File: config.mk
export PLATFORM = sky130hd
export DESIGN_NAME = smi_indexer_top
export DESIGN_NICKNAME = d
export VERILOG_FILES = /design/src/shared/smi_pkg.sv /design/src/shared/smi_bridge_if.sv /design/src/verilog/smi_sine_lut.sv /design/src/verilog/smi_chopper.sv /design/src/verilog/smi_indexer_top.sv
export VERILOG_INCLUDE_DIRS = /design/src /design/src/shared
export SDC_FILE = /design/constraint.sdc
export NUM_CORES = 1
export LEC_CHECK = 0
export BUFFER_PORTS_ARGS = -buffer_cell sky130_fd_sc_hd__clkbuf_2
export CAP_MARGIN = 20
export CORE_UTILIZATION = 60
export CTS_BUF_LIST = sky130_fd_sc_hd__clkbuf_8
export CTS_CLUSTER_DIAMETER = 150
export CTS_CLUSTER_SIZE = 20
export DETAILED_ROUTE_END_ITERATION = 10
export PLACE_DENSITY = 0.8
export SLEW_MARGIN = 40
export SYNTH_ARGS = -nofsm -noshare
export SYNTH_HDL_FRONTEND = slang
export SYNTH_SLANG_ARGS = --single-unit
File: constraint.sdc
create_clock -name clk_i -period 14.8 [get_ports clk_i]
set_clock_uncertainty 0.15 [all_clocks]
set_input_delay 0 -clock clk_i [delete_from_list [all_inputs] [get_ports clk_i]]
set_output_delay 0 -clock clk_i [all_outputs]
set_load 0.01 [all_outputs]
File: src/shared/smi_map.svh
// Constants of the microstep indexer: timing, register offsets and fields.
// Assumes a 100 MHz core clock; included by bare name wherever needed.
`ifndef SMI_MAP_SVH
`define SMI_MAP_SVH
// ****************************************************************
// Timing
// ****************************************************************
`define SMI_CLK_PERIOD_NS  10
`define SMI_PWM_FREQ_KHZ   50
`define SMI_PWM_CYCLES     (1000000 / (`SMI_PWM_FREQ_KHZ * `SMI_CLK_PERIOD_NS))
`define SMI_BLANK_NS       3750
`define SMI_BLANK_CYCLES   ((`SMI_BLANK_NS + `SMI_CLK_PERIOD_NS - 1) \
                            / `SMI_CLK_PERIOD_NS)
`define SMI_SENSE_GAIN     5
`define SMI_PCT_FULL       100
`define SMI_HOME_IDX       7'h10
`define SMI_QUARTER_TURN   7'h20
`define SMI_FULL_OFFSET    7'h10
// ****************************************************************
// Registers
// ****************************************************************
`define SMI_REG_CTRL       6'h00
`define SMI_REG_STATUS     6'h01
`define SMI_REG_REF_A      6'h02
`define SMI_REG_REF_B      6'h03
`define SMI_REG_LEVEL      6'h04
`define SMI_REG_CHOP       6'h05
`define SMI_REG_STEPS      6'h06
`define SMI_CTRL_HOME_BIT  2
`define SMI_CTRL_RESET     2'h3
`define SMI_REF_RESET      10'h3ff
`define SMI_STAT_MODE_POS  8
`define SMI_STAT_PIN_POS   12
`define SMI_STAT_DRIVE_POS 16
`endif

File: src/shared/smi_pkg.sv
// Types shared by the microstep indexer modules.
// Assumes nothing beyond a SystemVerilog package compile.
`default_nettype none
package smi_pkg;
    typedef logic [6:0] smi_idx_t;
    typedef logic [6:0] smi_pct_t;
    typedef enum logic [2:0] {
        SMI_MODE_FULL, SMI_MODE_HALF, SMI_MODE_QUARTER,
        SMI_MODE_EIGHTH, SMI_MODE_SIXTEENTH, SMI_MODE_32ND
    } smi_mode_t;
    typedef enum logic [1:0] {
        SMI_CH_OFF, SMI_CH_BLANK, SMI_CH_ON
    } smi_chop_state_t;
endpackage : smi_pkg
`default_nettype wire

File: src/shared/smi_bridge_if.sv
// Signals between the indexer core and one bridge chopper.
// Assumes both ends run on the same core clock.
`default_nettype none
interface smi_bridge_if;
    logic       pwm_start;
    logic       enable;
    logic [6:0] pct;
    logic       neg;
    logic [9:0] full_scale;
    logic [9:0] sense;
    logic       out_pos;
    logic       out_neg;
    logic       chopped;
    logic       drive;
    modport ctl (output pwm_start, enable, pct, neg, full_scale, sense,
                 input  out_pos, out_neg, chopped, drive);
    modport drv (input  pwm_start, enable, pct, neg, full_scale, sense,
                 output out_pos, out_neg, chopped, drive);
endinterface : smi_bridge_if
`default_nettype wire

File: src/verilog/smi_sine_lut.sv
// Winding current magnitude and sign for one electrical phase index.
// Assumes a 128-state electrical turn, index 0 at 0 degrees.
`default_nettype none
module smi_sine_lut
    import smi_pkg::*;
(
    input  wire smi_idx_t idx_i, // Phase index, 0 to 127.
    output smi_pct_t      pct_o, // Current magnitude in percent.
    output logic          neg_o  // High for negative current.
);
    // Quarter wave of the table; the other quadrants mirror it.
    localparam smi_pct_t QW [0:32] = '{
        7'h00, 7'h05, 7'h0a, 7'h0f, 7'h14, 7'h18, 7'h1d, 7'h22, 7'h26,
        7'h2b, 7'h2f, 7'h33, 7'h38, 7'h3c, 7'h3f, 7'h43, 7'h47, 7'h4a,
        7'h4d, 7'h50, 7'h53, 7'h56, 7'h58, 7'h5a, 7'h5c, 7'h5e, 7'h60,
        7'h61, 7'h62, 7'h63, 7'h64, 7'h64, 7'h64};
    wire logic [5:0] k      = {1'b0, idx_i[4:0]};
    wire logic [5:0] k_back = 6'h20 - k;
    // Odd quadrants read the quarter wave backwards.
    assign pct_o = idx_i[5] ? QW[k_back] : QW[k];
    assign neg_o = idx_i[6] && (pct_o != 7'h00);
endmodule : smi_sine_lut
`default_nettype wire

File: src/verilog/smi_chopper.sv
// Fixed-period current chopper for one H-bridge winding.
// Assumes pwm_start is a one-cycle pulse once per PWM period.
`include "smi_map.svh"
`default_nettype none
module smi_chopper
    import smi_pkg::*;
#(
    parameter int BLANK_CYCLES = `SMI_BLANK_CYCLES
) (
    input  wire logic clk_i, // Core clock.
    input  wire logic rst_i, // Synchronous reset, high.
    smi_bridge_if.drv br     // Link to the indexer core.
);
    localparam logic [19:0] GAIN_X100 = 20'(`SMI_SENSE_GAIN * `SMI_PCT_FULL);
    localparam logic [8:0]  BLANK_LAST = 9'(BLANK_CYCLES - 1);
    smi_chop_state_t state, next_state;
    logic [8:0]      cnt, next_cnt;
    // Compare 5 x sense against the DAC-scaled reference, both x100.
    wire logic [19:0] sense_x = 20'(br.sense) * GAIN_X100;
    wire logic [19:0] ref_x   = 20'(br.full_scale) * 20'(br.pct);
    wire logic        trip    = sense_x >= ref_x;
    wire logic        run     = br.enable && (br.pct != 7'h00);
    // Period start wins; the off latch holds until then.
    always_comb begin
        next_state = state;
        next_cnt   = cnt;
        if (br.pwm_start) begin
            next_state = run ? SMI_CH_BLANK : SMI_CH_OFF;
            next_cnt   = BLANK_LAST;
        end else begin
            case (state)
                SMI_CH_BLANK: begin
                    if (cnt == 9'h000) next_state = SMI_CH_ON;
                    else next_cnt = cnt - 9'h001;
                end
                SMI_CH_ON: if (trip) next_state = SMI_CH_OFF;
                default: next_state = state;
            endcase
        end
    end
    // Bridge outputs are registered so they never glitch.
    always_ff @(posedge clk_i) begin
        if (rst_i) begin
            state      <= SMI_CH_OFF;
            cnt        <= 9'h000;
            br.out_pos <= 1'b0;
            br.out_neg <= 1'b0;
            br.chopped <= 1'b0;
            br.drive   <= 1'b0;
        end else begin
            state      <= next_state;
            cnt        <= next_cnt;
            br.drive   <= next_state != SMI_CH_OFF;
            br.out_pos <= (next_state != SMI_CH_OFF) && !br.neg;
            br.out_neg <= (next_state != SMI_CH_OFF) && br.neg;
            br.chopped <= (state == SMI_CH_ON) && trip && !br.pwm_start;
        end
    end
endmodule : smi_chopper
`default_nettype wire

File: src/verilog/smi_indexer_top.sv
// Microstep indexer with two chopped H-bridge drives and a Wishbone slave.
// Assumes step, direction and mode pins are synchronous to clk_i and the
// sense inputs are digitised winding sense samples on the same clock.
//
// Design decisions made here: the register addresses and the Wishbone slave port.
`include "smi_map.svh"
`default_nettype none
module smi_indexer_top
    import smi_pkg::*;
#(
    parameter int PWM_CYCLES   = `SMI_PWM_CYCLES,
    parameter int BLANK_CYCLES = `SMI_BLANK_CYCLES
) (
    input  wire logic        clk_i,                    // Core clock.
    input  wire logic        rst_i,                    // Sync reset, high.
    input  wire logic        wb_cyc_i,                 // Bus cycle.
    input  wire logic        wb_stb_i,                 // Bus strobe.
    input  wire logic        wb_we_i,                  // Write enable.
    input  wire logic [7:0]  wb_adr_i,                 // Byte address.
    input  wire logic [3:0]  wb_sel_i,                 // Byte lanes.
    input  wire logic [31:0] wb_dat_i,                 // Write data.
    output logic      [31:0] wb_dat_o,                 // Read data.
    output logic             wb_ack_o,                 // Acknowledge.
    input  wire logic        step_i,                   // Step pulse.
    input  wire logic        dir_i,                    // Direction level.
    input  wire logic        resolution_select_bit0_i, // Mode bit 0.
    input  wire logic        resolution_select_bit1_i, // Mode bit 1.
    input  wire logic        resolution_select_bit2_i, // Mode bit 2.
    input  wire logic        indexer_home_reset_n_i,   // Home, low.
    input  wire logic [9:0]  winding_sense_input_a_i,  // Sense A sample.
    input  wire logic [9:0]  winding_sense_input_b_i,  // Sense B sample.
    output logic             winding_out_pos_a_o,      // Bridge A out 1.
    output logic             winding_out_neg_a_o,      // Bridge A out 2.
    output logic             winding_out_pos_b_o,      // Bridge B out 1.
    output logic             winding_out_neg_b_o       // Bridge B out 2.
);
    // ****************************************************************
    // Constants
    // ****************************************************************
    localparam logic [10:0] PWM_LAST = 11'(PWM_CYCLES - 1);

    // ****************************************************************
    // Register bus
    // ****************************************************************
    logic        ack;
    logic [31:0] rdata;
    logic [1:0]  bridge_en;
    logic [9:0]  ref_level [2];
    logic [1:0]  chop_flag;
    logic [15:0] step_count;
    logic [6:0]  idx;

    // Request decode; a request is taken in its first cycle.
    wire logic        req      = wb_cyc_i && wb_stb_i && !ack;
    wire logic        wr       = req && wb_we_i;
    wire logic [5:0]  word     = wb_adr_i[7:2];
    wire logic        hit_ctrl = word == `SMI_REG_CTRL;
    wire logic        hit_stat = word == `SMI_REG_STATUS;
    wire logic        hit_refa = word == `SMI_REG_REF_A;
    wire logic        hit_refb = word == `SMI_REG_REF_B;
    wire logic        hit_lvl  = word == `SMI_REG_LEVEL;
    wire logic        hit_chop = word == `SMI_REG_CHOP;
    wire logic        hit_step = word == `SMI_REG_STEPS;

    // Byte-lane mask so partial writes leave other lanes alone.
    wire logic [31:0] lane = {{8{wb_sel_i[3]}}, {8{wb_sel_i[2]}},
                              {8{wb_sel_i[1]}}, {8{wb_sel_i[0]}}};
    wire logic [31:0] wmask = wb_dat_i & lane;

    wire logic        wr_ctrl  = wr && hit_ctrl;
    wire logic        wr_refa  = wr && hit_refa;
    wire logic        wr_refb  = wr && hit_refb;
    wire logic        wr_chop  = wr && hit_chop;
    wire logic        sw_home  = wr_ctrl && wmask[`SMI_CTRL_HOME_BIT];

    wire logic [31:0] ctrl_new = ({30'h0, bridge_en} & ~lane) | wmask;
    wire logic [31:0] refa_new = ({22'h0, ref_level[0]} & ~lane) | wmask;
    wire logic [31:0] refb_new = ({22'h0, ref_level[1]} & ~lane) | wmask;

    // Ack one cycle after the request; it drops the cycle after that.
    always_ff @(posedge clk_i) begin
        if (rst_i) begin
            ack      <= 1'b0;
            wb_dat_o <= 32'h0000_0000;
        end else begin
            ack      <= req;
            wb_dat_o <= req ? rdata : 32'h0000_0000;
        end
    end
    assign wb_ack_o = ack;

    // Software-written control: bridge enables and full-scale references.
    always_ff @(posedge clk_i) begin
        if (rst_i) begin
            bridge_en    <= `SMI_CTRL_RESET;
            ref_level[0] <= `SMI_REF_RESET;
            ref_level[1] <= `SMI_REF_RESET;
        end else begin
            if (wr_ctrl) bridge_en    <= ctrl_new[1:0];
            if (wr_refa) ref_level[0] <= refa_new[9:0];
            if (wr_refb) ref_level[1] <= refb_new[9:0];
        end
    end

    // ****************************************************************
    // Resolution decode
    // ****************************************************************
    wire logic [2:0] res_code = {resolution_select_bit2_i,
                                 resolution_select_bit1_i,
                                 resolution_select_bit0_i};
    smi_mode_t mode;

    // Codes five to seven all select the finest step.
    assign mode = (res_code == 3'h0) ? SMI_MODE_FULL      :
                  (res_code == 3'h1) ? SMI_MODE_HALF      :
                  (res_code == 3'h2) ? SMI_MODE_QUARTER   :
                  (res_code == 3'h3) ? SMI_MODE_EIGHTH    :
                  (res_code == 3'h4) ? SMI_MODE_SIXTEENTH :
                                       SMI_MODE_32ND;

    // Grid size in fine states; full step sits on the 45-degree grid.
    wire logic [6:0] grid = (mode == SMI_MODE_FULL)      ? 7'h20 :
                            (mode == SMI_MODE_HALF)      ? 7'h10 :
                            (mode == SMI_MODE_QUARTER)   ? 7'h08 :
                            (mode == SMI_MODE_EIGHTH)    ? 7'h04 :
                            (mode == SMI_MODE_SIXTEENTH) ? 7'h02 :
                                                           7'h01;
    wire logic [6:0] grid_off = (mode == SMI_MODE_FULL) ?
                                `SMI_FULL_OFFSET : 7'h00;

    // ****************************************************************
    // Indexer
    // ****************************************************************
    logic step_q;

    // A pin that is left low never yields an edge, so an idle,
    // undriven step input cannot move the motor.
    wire logic step_rise = step_i && !step_q;
    wire logic home_pin  = !indexer_home_reset_n_i;
    wire logic home_req  = home_pin || sw_home;

    // Position relative to the grid of the selected resolution.
    wire logic [6:0] rel     = idx - grid_off;
    wire logic [6:0] gmask   = grid - 7'h01;
    wire logic [6:0] floor_g = rel & ~gmask;
    wire logic       on_grid = (rel & gmask) == 7'h00;

    // Off-grid positions snap to the nearest valid state ahead.
    wire logic [6:0] idx_up = floor_g + grid + grid_off;
    wire logic [6:0] idx_dn = on_grid ? floor_g - grid + grid_off
                                      : floor_g + grid_off;
    wire logic [6:0] next_idx = dir_i ? idx_up : idx_dn;

    // Step edge detector starts low, matching an idle pin.
    always_ff @(posedge clk_i) begin
        if (rst_i) step_q <= 1'b0;
        else       step_q <= step_i;
    end

    // Home wins over a step that arrives in the same cycle.
    always_ff @(posedge clk_i) begin
        if (rst_i || home_req) begin
            idx <= `SMI_HOME_IDX;
        end else if (step_rise) begin
            idx <= next_idx;
        end
    end

    // Count of accepted steps, for software to track motion.
    always_ff @(posedge clk_i) begin
        if (rst_i || home_req) begin
            step_count <= 16'h0000;
        end else if (step_rise) begin
            step_count <= step_count + 16'h0001;
        end
    end

    // ****************************************************************
    // PWM timebase
    // ****************************************************************
    logic [10:0] pwm_cnt;

    // Free-running period counter; the wrap starts every bridge.
    always_ff @(posedge clk_i) begin
        if (rst_i)                    pwm_cnt <= 11'h000;
        else if (pwm_cnt == PWM_LAST) pwm_cnt <= 11'h000;
        else                          pwm_cnt <= pwm_cnt + 11'h001;
    end
    wire logic pwm_start = pwm_cnt == 11'h000;

    // ****************************************************************
    // Bridges
    // ****************************************************************
    smi_bridge_if br [2] ();
    logic [9:0] sense_in [2];
    logic [1:0] out_pos;
    logic [1:0] out_neg;
    logic [1:0] chopped;
    logic [1:0] drive;
    logic [6:0] level_pct [2];
    logic [1:0] level_neg;

    assign sense_in[0] = winding_sense_input_a_i;
    assign sense_in[1] = winding_sense_input_b_i;

    // Winding A follows the cosine, a quarter turn ahead of B.
    for (genvar i = 0; i < 2; i++) begin : g_bridge
        wire logic [6:0] phase = (i == 0) ? idx + `SMI_QUARTER_TURN : idx;

        smi_sine_lut u_lut (
            .idx_i (phase),
            .pct_o (br[i].pct),
            .neg_o (br[i].neg)
        );

        // Each winding has its own chopper and blanking counter.
        assign br[i].pwm_start  = pwm_start;
        assign br[i].enable     = bridge_en[i];
        assign br[i].full_scale = ref_level[i];
        assign br[i].sense      = sense_in[i];

        smi_chopper #(
            .BLANK_CYCLES (BLANK_CYCLES)
        ) u_chop (
            .clk_i (clk_i),
            .rst_i (rst_i),
            .br    (br[i])
        );

        assign out_pos[i]   = br[i].out_pos;
        assign out_neg[i]   = br[i].out_neg;
        assign chopped[i]   = br[i].chopped;
        assign drive[i]     = br[i].drive;
        assign level_pct[i] = br[i].pct;
        assign level_neg[i] = br[i].neg;
    end

    assign winding_out_pos_a_o = out_pos[0];
    assign winding_out_neg_a_o = out_neg[0];
    assign winding_out_pos_b_o = out_pos[1];
    assign winding_out_neg_b_o = out_neg[1];

    // Sticky chop flags; a new chop in the clearing cycle survives.
    wire logic [1:0] chop_clr = wr_chop ? wmask[1:0] : 2'h0;
    always_ff @(posedge clk_i) begin
        if (rst_i) chop_flag <= 2'h0;
        else       chop_flag <= (chop_flag & ~chop_clr) | chopped;
    end

    // ****************************************************************
    // Read data
    // ****************************************************************
    wire logic [31:0] stat_word =
        {14'h0, drive, 3'h0, home_pin, 1'b0, 3'(mode), 1'b0, idx};
    wire logic [31:0] lvl_word =
        {16'h0, level_neg[1], level_pct[1], level_neg[0], level_pct[0]};

    // Unmapped words read as zero and still get an ack.
    assign rdata = hit_ctrl ? {30'h0, bridge_en}    :
                   hit_stat ? stat_word             :
                   hit_refa ? {22'h0, ref_level[0]} :
                   hit_refb ? {22'h0, ref_level[1]} :
                   hit_lvl  ? lvl_word              :
                   hit_chop ? {30'h0, chop_flag}    :
                   hit_step ? {16'h0, step_count}   :
                              32'h0000_0000;

    // The controller must keep dir and select steady around the step
    // edge; they are sampled in the same cycle that sees the edge.
endmodule : smi_indexer_top
`default_nettype wire

==> results by group <==
Detailed routing
  – Drt drc: 0
  – Pre-antenna DRT Iters: 7
  – DR vias: 12500
  – Antenna-violating nets left: 0
  – Total length of routed wires: approximately 35000 um
  – Vias per cell: 5.85
  – Avg WL per Cell: 16.3 um
  – Initial DRC count: about 1000

Synthesis
  – Area leader, netlist: ha_1
  – Post-Synthesis Cells: 1744
  – Synth Cell Area: 0.0150 mm2
  – Post-synthesis mux area share: between 1 and 1.5%
  – Synth area leaders: ha_1, fa_1, dfxtp_1, inv_1, nor2_1
  – Mean post-synth cell area: around 8.6 um2
  – FF+latch count, synth: 108
  – XOR/XNOR Fraction of Synth Area: 6.21%
  – Largest family of logic cells by synthesized area: adder cells
  – Unique masters post-synth: 86
  – Post-synthesis compound-gate area fraction: approximately 14%
  – Register area share after synthesis: 15.7%
  – Adder-cell share of the synthesized area: a little under two fifths
  – Post-synth ARST share: 0%
  – Main synth FF type: dfxtp_1
  – Yosys top cell area share: between 10% and 20%
  – Synth Warn #: 0
  – Simple-gate share of the synthesized area: between 15 and 20%
  – Post-synth EDFFs: 20

Floorplanning
  – Die Ht: 160 um
  – Die width: about 160 um
  – Num rows: between 50 and 60
  – Initial Utilization: 61.5%
  – Die ar.: 0.0257 mm2
  – Core Region: approximately 0.024 mm2
  – IO Count: 112

Worst setup path
  – Top cell by count, worst path: fa_1
  – Worst path arrival time: approximately 10000 ps
  – Critical Path Fanout Max: 13
  – Crit end category: flip-flop
  – Critical path's slowest cell: dfxtp_1
  – CP max stage delay: 610 ps
  – FF-to-FF setup slack: between 4000 and 5000 ps
  – WS Path Type: flip-flop to flip-flop
  – Crit path required time: 14900 ps
  – Worst setup SP type: flip-flop

Flow run
  – Max-cap violation count: 0

Global route
  – Grt peak-use layer: met2
  – Vias in the first global route: around 12000
  – Met2 track demand over resource: 46.6%
  – GRT met1 Usage: 36.8%
  – Gr usage total: around 28%
  – Initial antenna violation count: 0
  – GRT overflow: 0
  – Met3 Use GR: around 2.4%
  – Largest net degree at the start of global routing: 33
  – First-pass GRT wire length: 58800 um

Clocking
  – Cts repair resizes: 0
  – Htree depth: 3
  – Total CTS buffers: 9
  – Post-CTS Setup Bufs: 0
  – CTS tree: built
  – Hold buffer count at cts: 27
  – Clock Root Buffer: clkbuf_8
  – Clk sinks: around 110
  – Clk slew on worst S/H paths: 110 ps
  – CTS max path bufs: 2
  – Skew-Pair Late Insertion Delay: approximately 400 ps

STA
  – Slew @ Worst Pin: between 800 and 900 ps
  – RSZ-0062 raised after global routing: no
  – Final slew viol count: 0
  – Hold Fails Final Rpt: 0
  – Hold_ws: just over 80 ps
  – Fmax: around 100 MHz
  – TNS Setup: 0 ps
  – Fin crit period: 9960 ps
  – Setup violators final: 0
  – Crit share post-route: approximately two thirds
  – Slew headroom: between 40% and 50%

Worst hold path
  – Min-Delay Path Class: primary input to flip-flop

Layout
  – Ant. Diodes: 0
  – Fill cells: between 2000 and 2500
  – Commonest non-fill, non-tap cells in the layout: ha_1, inv_1, nor2_1
  – Share of cells above drive strength 1: under 10%
  – Final nets: about 2300
  – Layout area overhead: 7.33%
  – Post-layout util: 66.0%
  – Commonest non-fill, non-tap cell in the layout: ha_1

Place
  – I/O Buffers: 71
  – RD Place Congestion: 0.923
  – Post-DP HPWL: around 28000 um

Run status
  – Status: complete, no violations
-- final cells by class --
type	count	area (um2)	share of cell area, %
clock buffer	10	138	0.853
clock inverter	6	63.8	0.395
inverter	181	679	4.21
multi-input combinational	1397	11700	72.7
sequential	108	2360	14.6
tap	324	405	2.51
timing repair buffer	115	753	4.67
-- sequential cells by signal, summed over array words and instances, names as in the netlist, 4 cells and up, named ones only --
register / flops
step_count: 16
pwm_cnt: 11
ref_level: 20
g_bridge.u_chop.cnt: 18
g_bridge.u_chop.state: 4
wb_dat_o: 18
g_bridge.phase: 7
-- Yosys cell counts, types with 7 or more instances --
| master | instances |
|---|---|
| ha_1 | 225 |
| inv_1 | 177 |
| nor2_1 | 162 |
| fa_1 | 140 |
| nand2_1 | 121 |
| a21oi_1 | 96 |
| dfxtp_1 | 88 |
| and2_1 | 87 |
| o21ai_0 | 76 |
| xnor2_1 | 55 |
| clkbuf_1 | 46 |
| xor2_1 | 46 |
| nand3_1 | 39 |
| nor3_1 | 33 |
| a21o_1 | 22 |
| edfxtp_1 | 20 |
| nand2b_1 | 19 |
| a31oi_1 | 18 |
| buf_4 | 18 |
| nor2b_1 | 18 |
| o22ai_1 | 15 |
| and3_1 | 14 |
| nand4_1 | 14 |
| or3_1 | 13 |
| mux2i_1 | 11 |
| a211oi_1 | 10 |
| nor4_1 | 10 |
| o21a_1 | 10 |
| o21ai_1 | 8 |
| a22oi_1 | 7 |
| o31ai_1 | 7 |
-- through the flow --
| step | worst slack (ps) | std cells | instance area, um2 |
|---|---|---|---|
| floorplan | 6320 | 1757 | 15100 |
| global placement | 4660 | 2097 | 15600 |
| detailed placement | 4670 | 2098 | 15700 |
| CTS | 4650 | 2141 | 16100 |
| global route | 4190 | 2141 | 16100 |
| finish | 4840 | 2141 | 16100 |
-- worst paths after layout --
| path | startpoint | to | cells after the start |
|---|---|---|---|
| setup reg to reg | g_bridge[1].phase[1] | g_bridge[0].u_chop.state[0] | 34 |
| hold / removal | rst_i | chop_flag[0] | 2 |
| hold reg to reg | g_bridge[0].u_chop.br.drive | wb_dat_o[16] | 1 |
| setup / recovery | g_bridge[1].phase[1] | g_bridge[0].u_chop.state[0] | 34 |
-- worst max-delay path, delay by kind of cell (launching register included) --
kind                       cells  cell delay [ps]
and+or+nand+nor                7             1610
DFF                            1              610
xor gates and xnor gates       2              620
buffers and inverters          5              840
muxes                          1              130
adders and majority gates      7             3180
AOI/OAI and AO/OA             12             2640
-- layer usage --
layer	share of wire, %	vias up
met1	43	5929
met3	5.3	89
met4	3.5	0
li1	-	6072
met5	0	-
met2	48	438
-- kinds of logic (layout without fill, tap and decap cells) --
family          Yosys count  count (layout)
compound gates          336             336
xor+xnor                104             104
fa+ha+maj               366             366
buf+inv                 252             312
flops                   108             108
mux                      17              17
other cells               1              14
simple gates            560             560
Power is left out: the tool's default activity adds up to more than one toggle a clock period on the data nets, which glitch-free logic cannot reach.
